`src/can_bt_pkg.sv`:
```
// Package of offsets, layouts and reset values for the CAN timing block.
package can_bt_pkg;

	// ********************************
	// Register byte offsets
	// ********************************
	localparam logic [7:0] OFF_PRESCALE = 8'h00;
	localparam logic [7:0] OFF_BTR      = 8'h04;
	localparam logic [7:0] OFF_TFLG     = 8'h08;
	localparam logic [7:0] OFF_CTRL     = 8'h0C;
	localparam logic [7:0] OFF_IRQ_EN   = 8'h10;
	localparam logic [7:0] OFF_ABORT_RQ = 8'h14;
	localparam logic [7:0] OFF_ABORT_AK = 8'h18;
	localparam logic [7:0] OFF_BUF0     = 8'h20;

	// ********************************
	// Field positions and reset values
	// ********************************
	localparam int         CTRL_INIT_RQ_BIT = 0;
	localparam int         CTRL_LISTEN_BIT  = 1;
	localparam int         CTRL_INIT_AK_BIT = 8;
	localparam int         CTRL_BUSY_BIT    = 9;
	localparam logic [5:0] PRESCALE_RESET   = 6'h00;
	localparam logic [7:0] BTR_RESET        = 8'h00;
	localparam logic [4:0] SEG_FIXED_QUANTA = 5'h02;

	localparam logic [1:0] RESP_OKAY   = 2'h0;
	localparam logic [1:0] RESP_SLVERR = 2'h2;

	// Bit timing register layout, bit 7 down to bit 0.
	typedef struct packed {
		logic       triple_sample_sel;
		logic [2:0] second_segment_len;
		logic [3:0] first_segment_len;
	} bit_timing_s;

endpackage

```
`src/can_bit_timing_tx_flags.sv`:
```
// Bit timing, transmit buffer empty flags and an AXI4-Lite register slave.
// How it works
// - Prescale divide is six-bit code plus one.
// - Timing registers writable only in init mode.
// - Sample bit clear: one sample at point.
// - Sample bit set: majority of three samples.
// - Segment two bits 6:4, segment one 3:0.
// - Flags held reset in init; writable outside.
// - Writing one clears an empty flag.
// - Flag one means empty, zero means scheduled.
// - Successful transmission sets the empty flag.
// - Successful abort also sets the empty flag.
// - Interrupt while any unmasked flag is set.
// - Clearing a flag clears its abort acknowledge.
// - Setting a flag clears its abort request.
// - Listen-only blocks flag clears and transmission.
// - Scheduled buffers refuse reads and writes.
// - Three independent buffers, each with a flag.
module can_bit_timing_tx_flags #(
	parameter int NUM_BUFS = 3,
	parameter int BUF_BITS = 32
) (
	// Clock and reset
	input  wire logic        aclk,
	input  wire logic        aresetn,
	// AXI4-Lite write address and data
	input  wire logic [7:0]  awaddr,
	input  wire logic        awvalid,
	output logic             awready,
	input  wire logic [31:0] wdata,
	input  wire logic [3:0]  wstrb,
	input  wire logic        wvalid,
	output logic             wready,
	// AXI4-Lite write response
	output logic [1:0]       bresp,
	output logic             bvalid,
	input  wire logic        bready,
	// AXI4-Lite read
	input  wire logic [7:0]  araddr,
	input  wire logic        arvalid,
	output logic             arready,
	output logic [31:0]      rdata,
	output logic [1:0]       rresp,
	output logic             rvalid,
	input  wire logic        rready,
	// CAN pins
	input  wire logic        can_rx,
	output logic             can_tx,
	// Received bit stream and interrupt
	output logic             rx_bit,
	output logic             rx_bit_valid,
	output logic             tx_irq
);

	// ********************************
	// Parameter checks
	// ********************************
	if (NUM_BUFS < 1 || NUM_BUFS > 3) begin : g_bad_bufs
		$error("NUM_BUFS must lie between 1 and 3");
	end
	if (BUF_BITS < 2 || BUF_BITS > 32) begin : g_bad_bits
		$error("BUF_BITS must lie between 2 and 32");
	end
	localparam int NB = NUM_BUFS;
	function automatic logic maj3(input logic a, input logic b,
		input logic c);
		maj3 = (a & b) | (a & c) | (b & c);
	endfunction
	// Index of the buffer word at an address, or NB if none.
	function automatic int buf_index(input logic [7:0] addr);
		buf_index = NB;
		for (int i = 0; i < NB; i++) begin
			if (addr == can_bt_pkg::OFF_BUF0 + 8'(4 * i)) begin
				buf_index = i;
			end
		end
	endfunction
	function automatic logic [NB-1:0] lowest_one(input logic [NB-1:0] v);
		lowest_one = v & (~v + NB'(1));
	endfunction

	// ********************************
	// State
	// ********************************
	logic [5:0]              baud_prescale_sel;
	can_bt_pkg::bit_timing_s bus_bit_timing_cfg;
	logic [NB-1:0]           tx_buf_empty;
	logic [NB-1:0]           abort_request;
	logic [NB-1:0]           abort_ack;
	logic [NB-1:0]           tx_irq_enable_reg;
	logic                    init_request;
	logic                    init_ack;
	logic                    listen_only;
	logic [BUF_BITS-1:0]     buf_data [NB];
	logic [5:0]              presc_cnt;
	logic [4:0]              quantum;
	logic                    rx_meta;
	logic                    rx_sync;
	logic [1:0]              rx_hist;
	logic                    tx_active;
	logic [NB-1:0]           tx_sel;
	logic [BUF_BITS-1:0]     tx_shift;
	logic [5:0]              tx_cnt;

	// ********************************
	// Bus decode
	// ********************************
	wire        wr_do     = awready & awvalid & wvalid;
	wire        rd_do     = arready & arvalid;
	wire        in_init   = init_request & init_ack;
	wire        flags_wen = ~init_request & ~init_ack;
	wire        wr_lane0  = wr_do & wstrb[0];
	wire        wr_presc  = wr_lane0 & awaddr == can_bt_pkg::OFF_PRESCALE;
	wire        wr_btr    = wr_lane0 & awaddr == can_bt_pkg::OFF_BTR;
	wire        wr_tflg   = wr_lane0 & awaddr == can_bt_pkg::OFF_TFLG;
	wire        wr_ctrl   = wr_lane0 & awaddr == can_bt_pkg::OFF_CTRL;
	wire        wr_irq_en = wr_lane0 & awaddr == can_bt_pkg::OFF_IRQ_EN;
	wire        wr_abort  = wr_lane0 & awaddr == can_bt_pkg::OFF_ABORT_RQ;
	wire integer wr_buf    = buf_index(awaddr);
	wire integer rd_buf    = buf_index(araddr);
	// A scheduled buffer is locked against both directions.
	wire        wr_buf_ok = wr_buf < NB && tx_buf_empty[wr_buf % NB];
	wire        rd_buf_ok = rd_buf < NB && tx_buf_empty[rd_buf % NB];
	wire        wr_known  = awaddr <= can_bt_pkg::OFF_ABORT_AK &&
		awaddr[1:0] == 2'h0;
	wire        rd_known  = araddr <= can_bt_pkg::OFF_ABORT_AK &&
		araddr[1:0] == 2'h0;
	logic [31:0] rd_word;
	always_comb begin
		rd_word = 32'h0000_0000;
		if (araddr == can_bt_pkg::OFF_PRESCALE) begin
			rd_word[5:0] = baud_prescale_sel;
		end else if (araddr == can_bt_pkg::OFF_BTR) begin
			rd_word[7:0] = bus_bit_timing_cfg;
		end else if (araddr == can_bt_pkg::OFF_TFLG) begin
			rd_word[NB-1:0] = tx_buf_empty;
		end else if (araddr == can_bt_pkg::OFF_CTRL) begin
			rd_word[can_bt_pkg::CTRL_INIT_RQ_BIT] = init_request;
			rd_word[can_bt_pkg::CTRL_LISTEN_BIT]  = listen_only;
			rd_word[can_bt_pkg::CTRL_INIT_AK_BIT] = init_ack;
			rd_word[can_bt_pkg::CTRL_BUSY_BIT]    = tx_active;
		end else if (araddr == can_bt_pkg::OFF_IRQ_EN) begin
			rd_word[NB-1:0] = tx_irq_enable_reg;
		end else if (araddr == can_bt_pkg::OFF_ABORT_RQ) begin
			rd_word[NB-1:0] = abort_request;
		end else if (araddr == can_bt_pkg::OFF_ABORT_AK) begin
			rd_word[NB-1:0] = abort_ack;
		end else if (rd_buf_ok) begin
			rd_word[BUF_BITS-1:0] = buf_data[rd_buf % NB];
		end
	end

	// ********************************
	// Bit timing
	// ********************************
	wire [4:0] seg1_q   = {1'b0, bus_bit_timing_cfg.first_segment_len};
	wire [4:0] seg2_q   = {2'b0, bus_bit_timing_cfg.second_segment_len};
	// Quantum 0 is sync, segment one follows, segment two ends the bit.
	wire [4:0] bit_last = seg1_q + seg2_q + can_bt_pkg::SEG_FIXED_QUANTA;
	wire [4:0] triple_sample_sel_q   = seg1_q + 5'h01;
	wire       tq_tick  = presc_cnt == baud_prescale_sel;
	wire       bit_end  = tq_tick & quantum == bit_last;
	wire       triple_sample_sel_pt  = tq_tick & quantum == triple_sample_sel_q;

	// ********************************
	// Transmit scheduling and flags
	// ********************************
	wire [NB-1:0] pend     = ~tx_buf_empty & ~abort_request;
	// Listen-only never starts a frame.
	wire          tx_start = bit_end & ~tx_active & ~listen_only &
		~in_init & |pend;
	wire [NB-1:0] start_oh = lowest_one(pend);
	wire          tx_last  = tx_cnt == 6'(BUF_BITS - 1);
	// A buffer already on the wire finishes instead of being withdrawn.
	wire [NB-1:0] done_ev  = (tx_active & bit_end & tx_last) ?
		tx_sel : '0;
	wire [NB-1:0] abort_ev = ~tx_buf_empty & abort_request &
		~(tx_active ? tx_sel : '0);
	wire [NB-1:0] set_ev   = done_ev | abort_ev;
	wire [NB-1:0] clr_ev   = (wr_tflg & flags_wen & ~listen_only) ?
		wdata[NB-1:0] : '0;
	// Hardware set wins over a software clear in the same cycle.
	wire [NB-1:0] next_flags = in_init ? '1 :
		(tx_buf_empty | set_ev) & ~(clr_ev & ~set_ev);
	wire [NB-1:0] next_abort_request = in_init ? '0 :
		(abort_request | (wr_abort ? wdata[NB-1:0] & ~tx_buf_empty : '0))
		& ~set_ev;
	wire [NB-1:0] next_abort_ack = in_init ? '0 :
		(abort_ack & ~clr_ev) | abort_ev;

	// ********************************
	// Registers
	// ********************************
	always_ff @(posedge aclk) begin
		if (!aresetn) begin
			awready <= 1'b0;
			wready  <= 1'b0;
			bvalid  <= 1'b0;
			bresp   <= can_bt_pkg::RESP_OKAY;
		end else begin
			awready <= awvalid & wvalid & ~bvalid & ~awready;
			wready  <= awvalid & wvalid & ~bvalid & ~awready;
			if (wr_do) begin
				bvalid <= 1'b1;
				bresp  <= (wr_known || wr_buf_ok) ?
					can_bt_pkg::RESP_OKAY : can_bt_pkg::RESP_SLVERR;
			end else if (bready) begin
				bvalid <= 1'b0;
			end
		end
	end
	always_ff @(posedge aclk) begin
		if (!aresetn) begin
			arready <= 1'b0;
			rvalid  <= 1'b0;
			rdata   <= 32'h0000_0000;
			rresp   <= can_bt_pkg::RESP_OKAY;
		end else begin
			arready <= arvalid & ~rvalid & ~arready;
			if (rd_do) begin
				rvalid <= 1'b1;
				rdata  <= rd_word;
				rresp  <= (rd_known || rd_buf_ok) ?
					can_bt_pkg::RESP_OKAY : can_bt_pkg::RESP_SLVERR;
			end else if (rready) begin
				rvalid <= 1'b0;
			end
		end
	end
	always_ff @(posedge aclk) begin
		if (!aresetn) begin
			baud_prescale_sel  <= can_bt_pkg::PRESCALE_RESET;
			bus_bit_timing_cfg <= can_bt_pkg::BTR_RESET;
			init_request       <= 1'b0;
			init_ack           <= 1'b0;
			listen_only        <= 1'b0;
			tx_irq_enable_reg  <= '0;
		end else begin
			if (wr_presc && in_init) begin
				baud_prescale_sel <= wdata[5:0];
			end
			if (wr_btr && in_init) begin
				bus_bit_timing_cfg <= wdata[7:0];
			end
			if (wr_ctrl) begin
				init_request <= wdata[can_bt_pkg::CTRL_INIT_RQ_BIT];
				listen_only  <= wdata[can_bt_pkg::CTRL_LISTEN_BIT];
			end
			init_ack <= init_request;
			if (wr_irq_en) begin
				tx_irq_enable_reg <= wdata[NB-1:0];
			end
		end
	end
	always_ff @(posedge aclk) begin
		if (!aresetn) begin
			tx_buf_empty  <= '1;
			abort_request <= '0;
			abort_ack     <= '0;
			tx_irq        <= 1'b0;
		end else begin
			tx_buf_empty  <= next_flags;
			abort_request <= next_abort_request;
			abort_ack     <= next_abort_ack;
			tx_irq <= |(next_flags & tx_irq_enable_reg);
		end
	end
	// Buffer words keep their contents across reset; software loads them.
	always_ff @(posedge aclk) begin
		for (int i = 0; i < NB; i++) begin
			for (int b = 0; b < 4; b++) begin
				if (wr_do && wr_buf == i && tx_buf_empty[i] && wstrb[b] &&
					8 * b < BUF_BITS) begin
					buf_data[i][8*b +: 8] <= wdata[8*b +: 8];
				end
			end
		end
	end
	always_ff @(posedge aclk) begin
		if (!aresetn || in_init) begin
			presc_cnt <= 6'h00;
			quantum   <= 5'h00;
		end else begin
			presc_cnt <= tq_tick ? 6'h00 : presc_cnt + 6'h01;
			quantum   <= bit_end ? 5'h00 : quantum + 5'(tq_tick);
		end
	end
	always_ff @(posedge aclk) begin
		if (!aresetn) begin
			rx_meta      <= 1'b1;
			rx_sync      <= 1'b1;
			rx_hist      <= 2'h3;
			rx_bit       <= 1'b1;
			rx_bit_valid <= 1'b0;
		end else begin
			rx_meta      <= can_rx;
			rx_sync      <= rx_meta;
			rx_bit_valid <= triple_sample_sel_pt & ~in_init;
			rx_hist      <= tq_tick ? {rx_hist[0], rx_sync} : rx_hist;
			if (triple_sample_sel_pt) begin
				rx_bit <= bus_bit_timing_cfg.triple_sample_sel ?
					maj3(rx_hist[1], rx_hist[0], rx_sync) :
					rx_sync;
			end
		end
	end
	always_ff @(posedge aclk) begin
		if (!aresetn || in_init) begin
			tx_active <= 1'b0;
			tx_sel    <= '0;
			tx_shift  <= '0;
			tx_cnt    <= 6'h00;
			can_tx    <= 1'b1;
		end else if (tx_start) begin
			tx_active <= 1'b1;
			tx_sel    <= start_oh;
			for (int i = 0; i < NB; i++) begin
				if (start_oh[i]) begin
					tx_shift <= buf_data[i] >> 1;
					can_tx   <= buf_data[i][0];
				end
			end
			tx_cnt <= 6'h00;
		end else if (tx_active && bit_end) begin
			if (tx_last) begin
				tx_active <= 1'b0;
				can_tx    <= 1'b1;
			end else begin
				can_tx   <= tx_shift[0];
				tx_shift <= tx_shift >> 1;
				tx_cnt   <= tx_cnt + 6'h01;
			end
		end
	end
endmodule // can_bit_timing_tx_flags

```
`config.mk`:
```
export PLATFORM = sky130hd
export DESIGN_NAME = can_bit_timing_tx_flags
export DESIGN_NICKNAME = d
export VERILOG_FILES = /design/src/can_bt_pkg.sv /design/src/can_bit_timing_tx_flags.sv
export SDC_FILE = /design/constraint.sdc
export NUM_CORES = 1
export LEC_CHECK = 0
export ABC_CLOCK_PERIOD_IN_PS = 4350
export BUFFER_PORTS_ARGS = -buffer_cell sky130_fd_sc_hd__buf_2
export CORE_UTILIZATION = 60
export DETAILED_ROUTE_END_ITERATION = 12
export GPL_TIMING_DRIVEN = 0
export PLACE_DENSITY = 0.8
export SYNTH_ARGS = -nofsm -noshare
export SYNTH_HDL_FRONTEND = slang
export SYNTH_SLANG_ARGS = --single-unit
```
`constraint.sdc`:
```
create_clock -name aclk -period 4.35 [get_ports aclk]
set_input_delay 0.2175 -clock aclk [delete_from_list [all_inputs] [get_ports aclk]]
set_output_delay 0.2175 -clock aclk [all_outputs]
set_load 0.05 [all_outputs]
```
==> summary.txt <==
Clock network
  – Clock root buffer: clkbuf_16
  – Clock Latency Late Sink: 0.52 ns
  – Max Buffers Root-to-Sink: 3
  – Clk sinks: 223
  – Post-CTS resize count: 0
  – H-tree level count: 1
  – CTS tree: done
  – Worst-path clk slew: 0.06 ns
  – Number of CTS-inserted buffers: 24

Setup path
  – Worst path arrival time: 3.98 ns
  – Reg2reg path depth: 12
  – CP Capture Type: register
  – R2r endpoint: tx_shift[12]
  – Worst-path fanout max: 10
  – Crit Path Category: reg2reg
  – CP Launch Point: bus_bit_timing_cfg[1]
  – WP data required: 4.79 ns
  – Worst R2R Start: bus_bit_timing_cfg[1]
  – Startpoint Class: register
  – Reg2Reg Setup Slack: 0.81 ns

Worst hold path
  – Min-Delay Endpoint: buf_data[0][7]
  – Hold path startpoint: wdata[7]
  – Worst hold path class: in2reg
  – WHS Path Cells: 1

Layout
  – Final net count: 1237
  – Largest register FFs: 96
  – Biggest regs: buf_data (96), rdata (32), tx_shift (31)
  – Layout area overhead: 18.4%
  – Largest register by flop count: buf_data
  – Layout cells sized above 1: 0.136
  – FILL cells: 1204
  – ANT cells: 0

Power
  – P_leak: 5.25 nW
  – Pwr Total: 0.00441 W
  – Power density over the cells: 366 mW/mm²
  – Worst VDD drop: 0.362 mV

Timing
  – Max frequency: 0.283 GHz
  – Final Max Slew Viols: 0
  – Final Cycle Share: 0.813
  – Worst Skew: 0.0115 ns
  – TNS Setup: 0 ns
  – Final setup fails: 0
  – Actual transition at the worst max-transition pin: 1.01 ns
  – Tmin final: 3.54 ns
  – Final hold vios: 0
  – RSZ-0062 raised after global routing: false
  – Slew headroom: 0.326

Route
  – Drt pass-1 iters: 6
  – Drt initial violations: 666
  – WL final: 27.9 mm
  – Via count: 8504
  – Routed len/inst: 19.9 µm
  – Via density: 6.06
  – Post-DRT Antenna Nets: 0
  – # DRC: 0

Logic synthesis
  – Mapped cell area: 0.0102 mm²
  – Seq/Total Area, Yosys: 0.533
  – Syn Area/Cell: 10.1 µm²
  – Post-synthesis cell type count: 66
  – FF+latch count, synth: 223
  – Post-Syn Instances: 1004
  – Post-synth EDFFs: 96
  – Yosys warns: 0
  – Top_reg_cell synth: dfxtp_1
  – Post-synth ARST share: 0

Placed design
  – RePlAce Congestion: 0.926
  – Input/output buffers: 100
  – Hpwl dp: 19.6 mm

Global routing
  – Largest net degree at the start of global routing: 15
  – Grt peak-use layer: met2
  – Met1 Use GR: 0.432
  – Met3 Resource Use GR: 0.0638
  – Wire length of the first global-routing pass: 43.4 mm
  – Vias in the first global route: 8190
  – Met2 Track Usage GR: 0.516
  – Global route overflow: 0
  – Initial antenna violation count: 1
  – GRT Total Usage: 0.320

Die
  – DIE WIDTH: 132 µm
  – Initial Util: 0.614
  – Rows: 47
  – Core footprint: 0.0166 mm²
  – Die Area: 0.0175 mm²
  – Die Y: 132 µm
  – IO Pins: 105

Job
  – Maxcap violations: 0

Run status
  – Outcome: finished, final reports clean
[cell usage after synthesis, drive strengths merged, types with 13 or more instances]
cell / number / area share
edfxtp: 96 / 0.28
nor2: 139 / 0.051
xnor2: 14 / 0.012
o21ai: 48 / 0.024
dfxtp: 127 / 0.25
nand2: 48 / 0.018
a211oi: 13 / 0.010
a22oi: 24 / 0.018
nand3: 25 / 0.012
a21oi: 120 / 0.059
nor3: 14 / 0.0074
clkbuf: 46 / 0.017
inv: 21 / 0.0077
mux2i: 115 / 0.11
buf: 16 / 0.0095
and2: 17 / 0.010
[metal layers]
| layer | share of wire | vias to the layer above | wire [µm] |
|---|---|---|---|
| met2 | 0.46 | 421 | 12800 |
| li1 | - | 3975 | - |
| met1 | 0.41 | 4024 | 11500 |
| met5 | 0.00032 | - | 9 |
| met4 | 0.037 | 2 | 1030 |
| met3 | 0.092 | 82 | 2580 |
[layout make-up]
| type | instances | area [µm²] | area share |
|---|---|---|---|
| Sequential cell | 223 | 5430 | 0.450 |
| Timing Repair Buffer | 134 | 841 | 0.0698 |
| Inverter | 22 | 82.6 | 0.00685 |
| Tap cell | 220 | 275 | 0.0228 |
| Clock buffer | 37 | 679 | 0.0564 |
| Clock inverter | 7 | 77.6 | 0.00644 |
| Buffer | 62 | 269 | 0.0223 |
| Multi-Input combinational cell | 698 | 4400 | 0.365 |
[report_power, final]
group          total [W]  switching (W)  leakage [nW]  internal (W)
logic           0.000244       0.000156          2.99     0.0000877
registers        0.00220      0.0000105          1.89       0.00219
clock network    0.00196       0.000817         0.367       0.00114
[worst max-delay path by stage]
stage / to / slack [ns] / depth (start not counted)
2_1_floorplan: tx_shift[10] / 1.46 / 13
3_3_place_gp: tx_active / 1.00 / 12
3_5_place_dp: tx_shift[12] / 0.92 / 12
4_1_cts: tx_shift[12] / 0.89 / 12
5_1_grt: tx_shift[12] / 0.61 / 12
6_report: tx_shift[12] / 0.81 / 12
[worst max-delay path: stages (launching register included)]
cell       delay, ns
dfxtp_1         0.39
inv_1           0.10
ha_1            0.28
inv_1           0.04
ha_1            0.21
fa_1            0.45
xor2_1          0.16
nor4_2          0.27
o2111a_2        0.37
o2111ai_2       0.35
buf_2           0.31
clkbuf_1        0.28
a21oi_1         0.23
[metrics by stage]
step	utilization	instances	instance area, µm²	setup WS (ns)	hold slack [ns]
floorplan	-	1005	10200	1.46	0.316
global placement	0.661	1325	11000	1.00	0.390
detailed placement	0.661	1325	11000	0.919	0.398
CTS	0.726	1402	12000	0.893	0.00143
global route	0.727	1403	12100	0.611	0.00175
finish	0.727	1403	12100	0.811	0.00976
[placed cells by master (no fill, tap or decap), types with 4 or more instances in the layout]
cell             n
edfxtp_1        96
nor2_1         139
clkbuf_1        56
nand2b_1        11
o22ai_1          5
and3_1           5
and2_1          17
buf_1            4
a22oi_1         24
or3_1           10
a21oi_1        120
a211oi_1        12
dlygate4sd3_1   34
ha_1            11
xor2_1           9
mux2i_1        115
a31oi_1          5
inv_1           21
o31ai_1          7
nor3_1          13
buf_4            6
dfxtp_1        127
nor2b_1          5
o21ai_0         46
nand3_1         25
or4_1            7
clkbuf_16       24
buf_2          105
xnor2_1         14
nand2_1         47
or2_2            5
[kinds of logic after synthesis]
kind of cell,after synthesis,share of synthesized area
xor gates and xnor gates,24,0.0221
DFF,223,0.533
and+or+nand+nor,301,0.139
adders and majority gates,12,0.0155
buffers and inverters,84,0.0345
other,1,0.000368
AOI/OAI and AO/OA,244,0.142
muxes,115,0.113
[what timing repair did]
item / in CTS / in global routing
buffers inserted: 0 / 0
endpoints found under the hold margin: 86 / 2
hold buffers: 33 / 1
No activity file was read; power rests on OpenSTA's default activity.
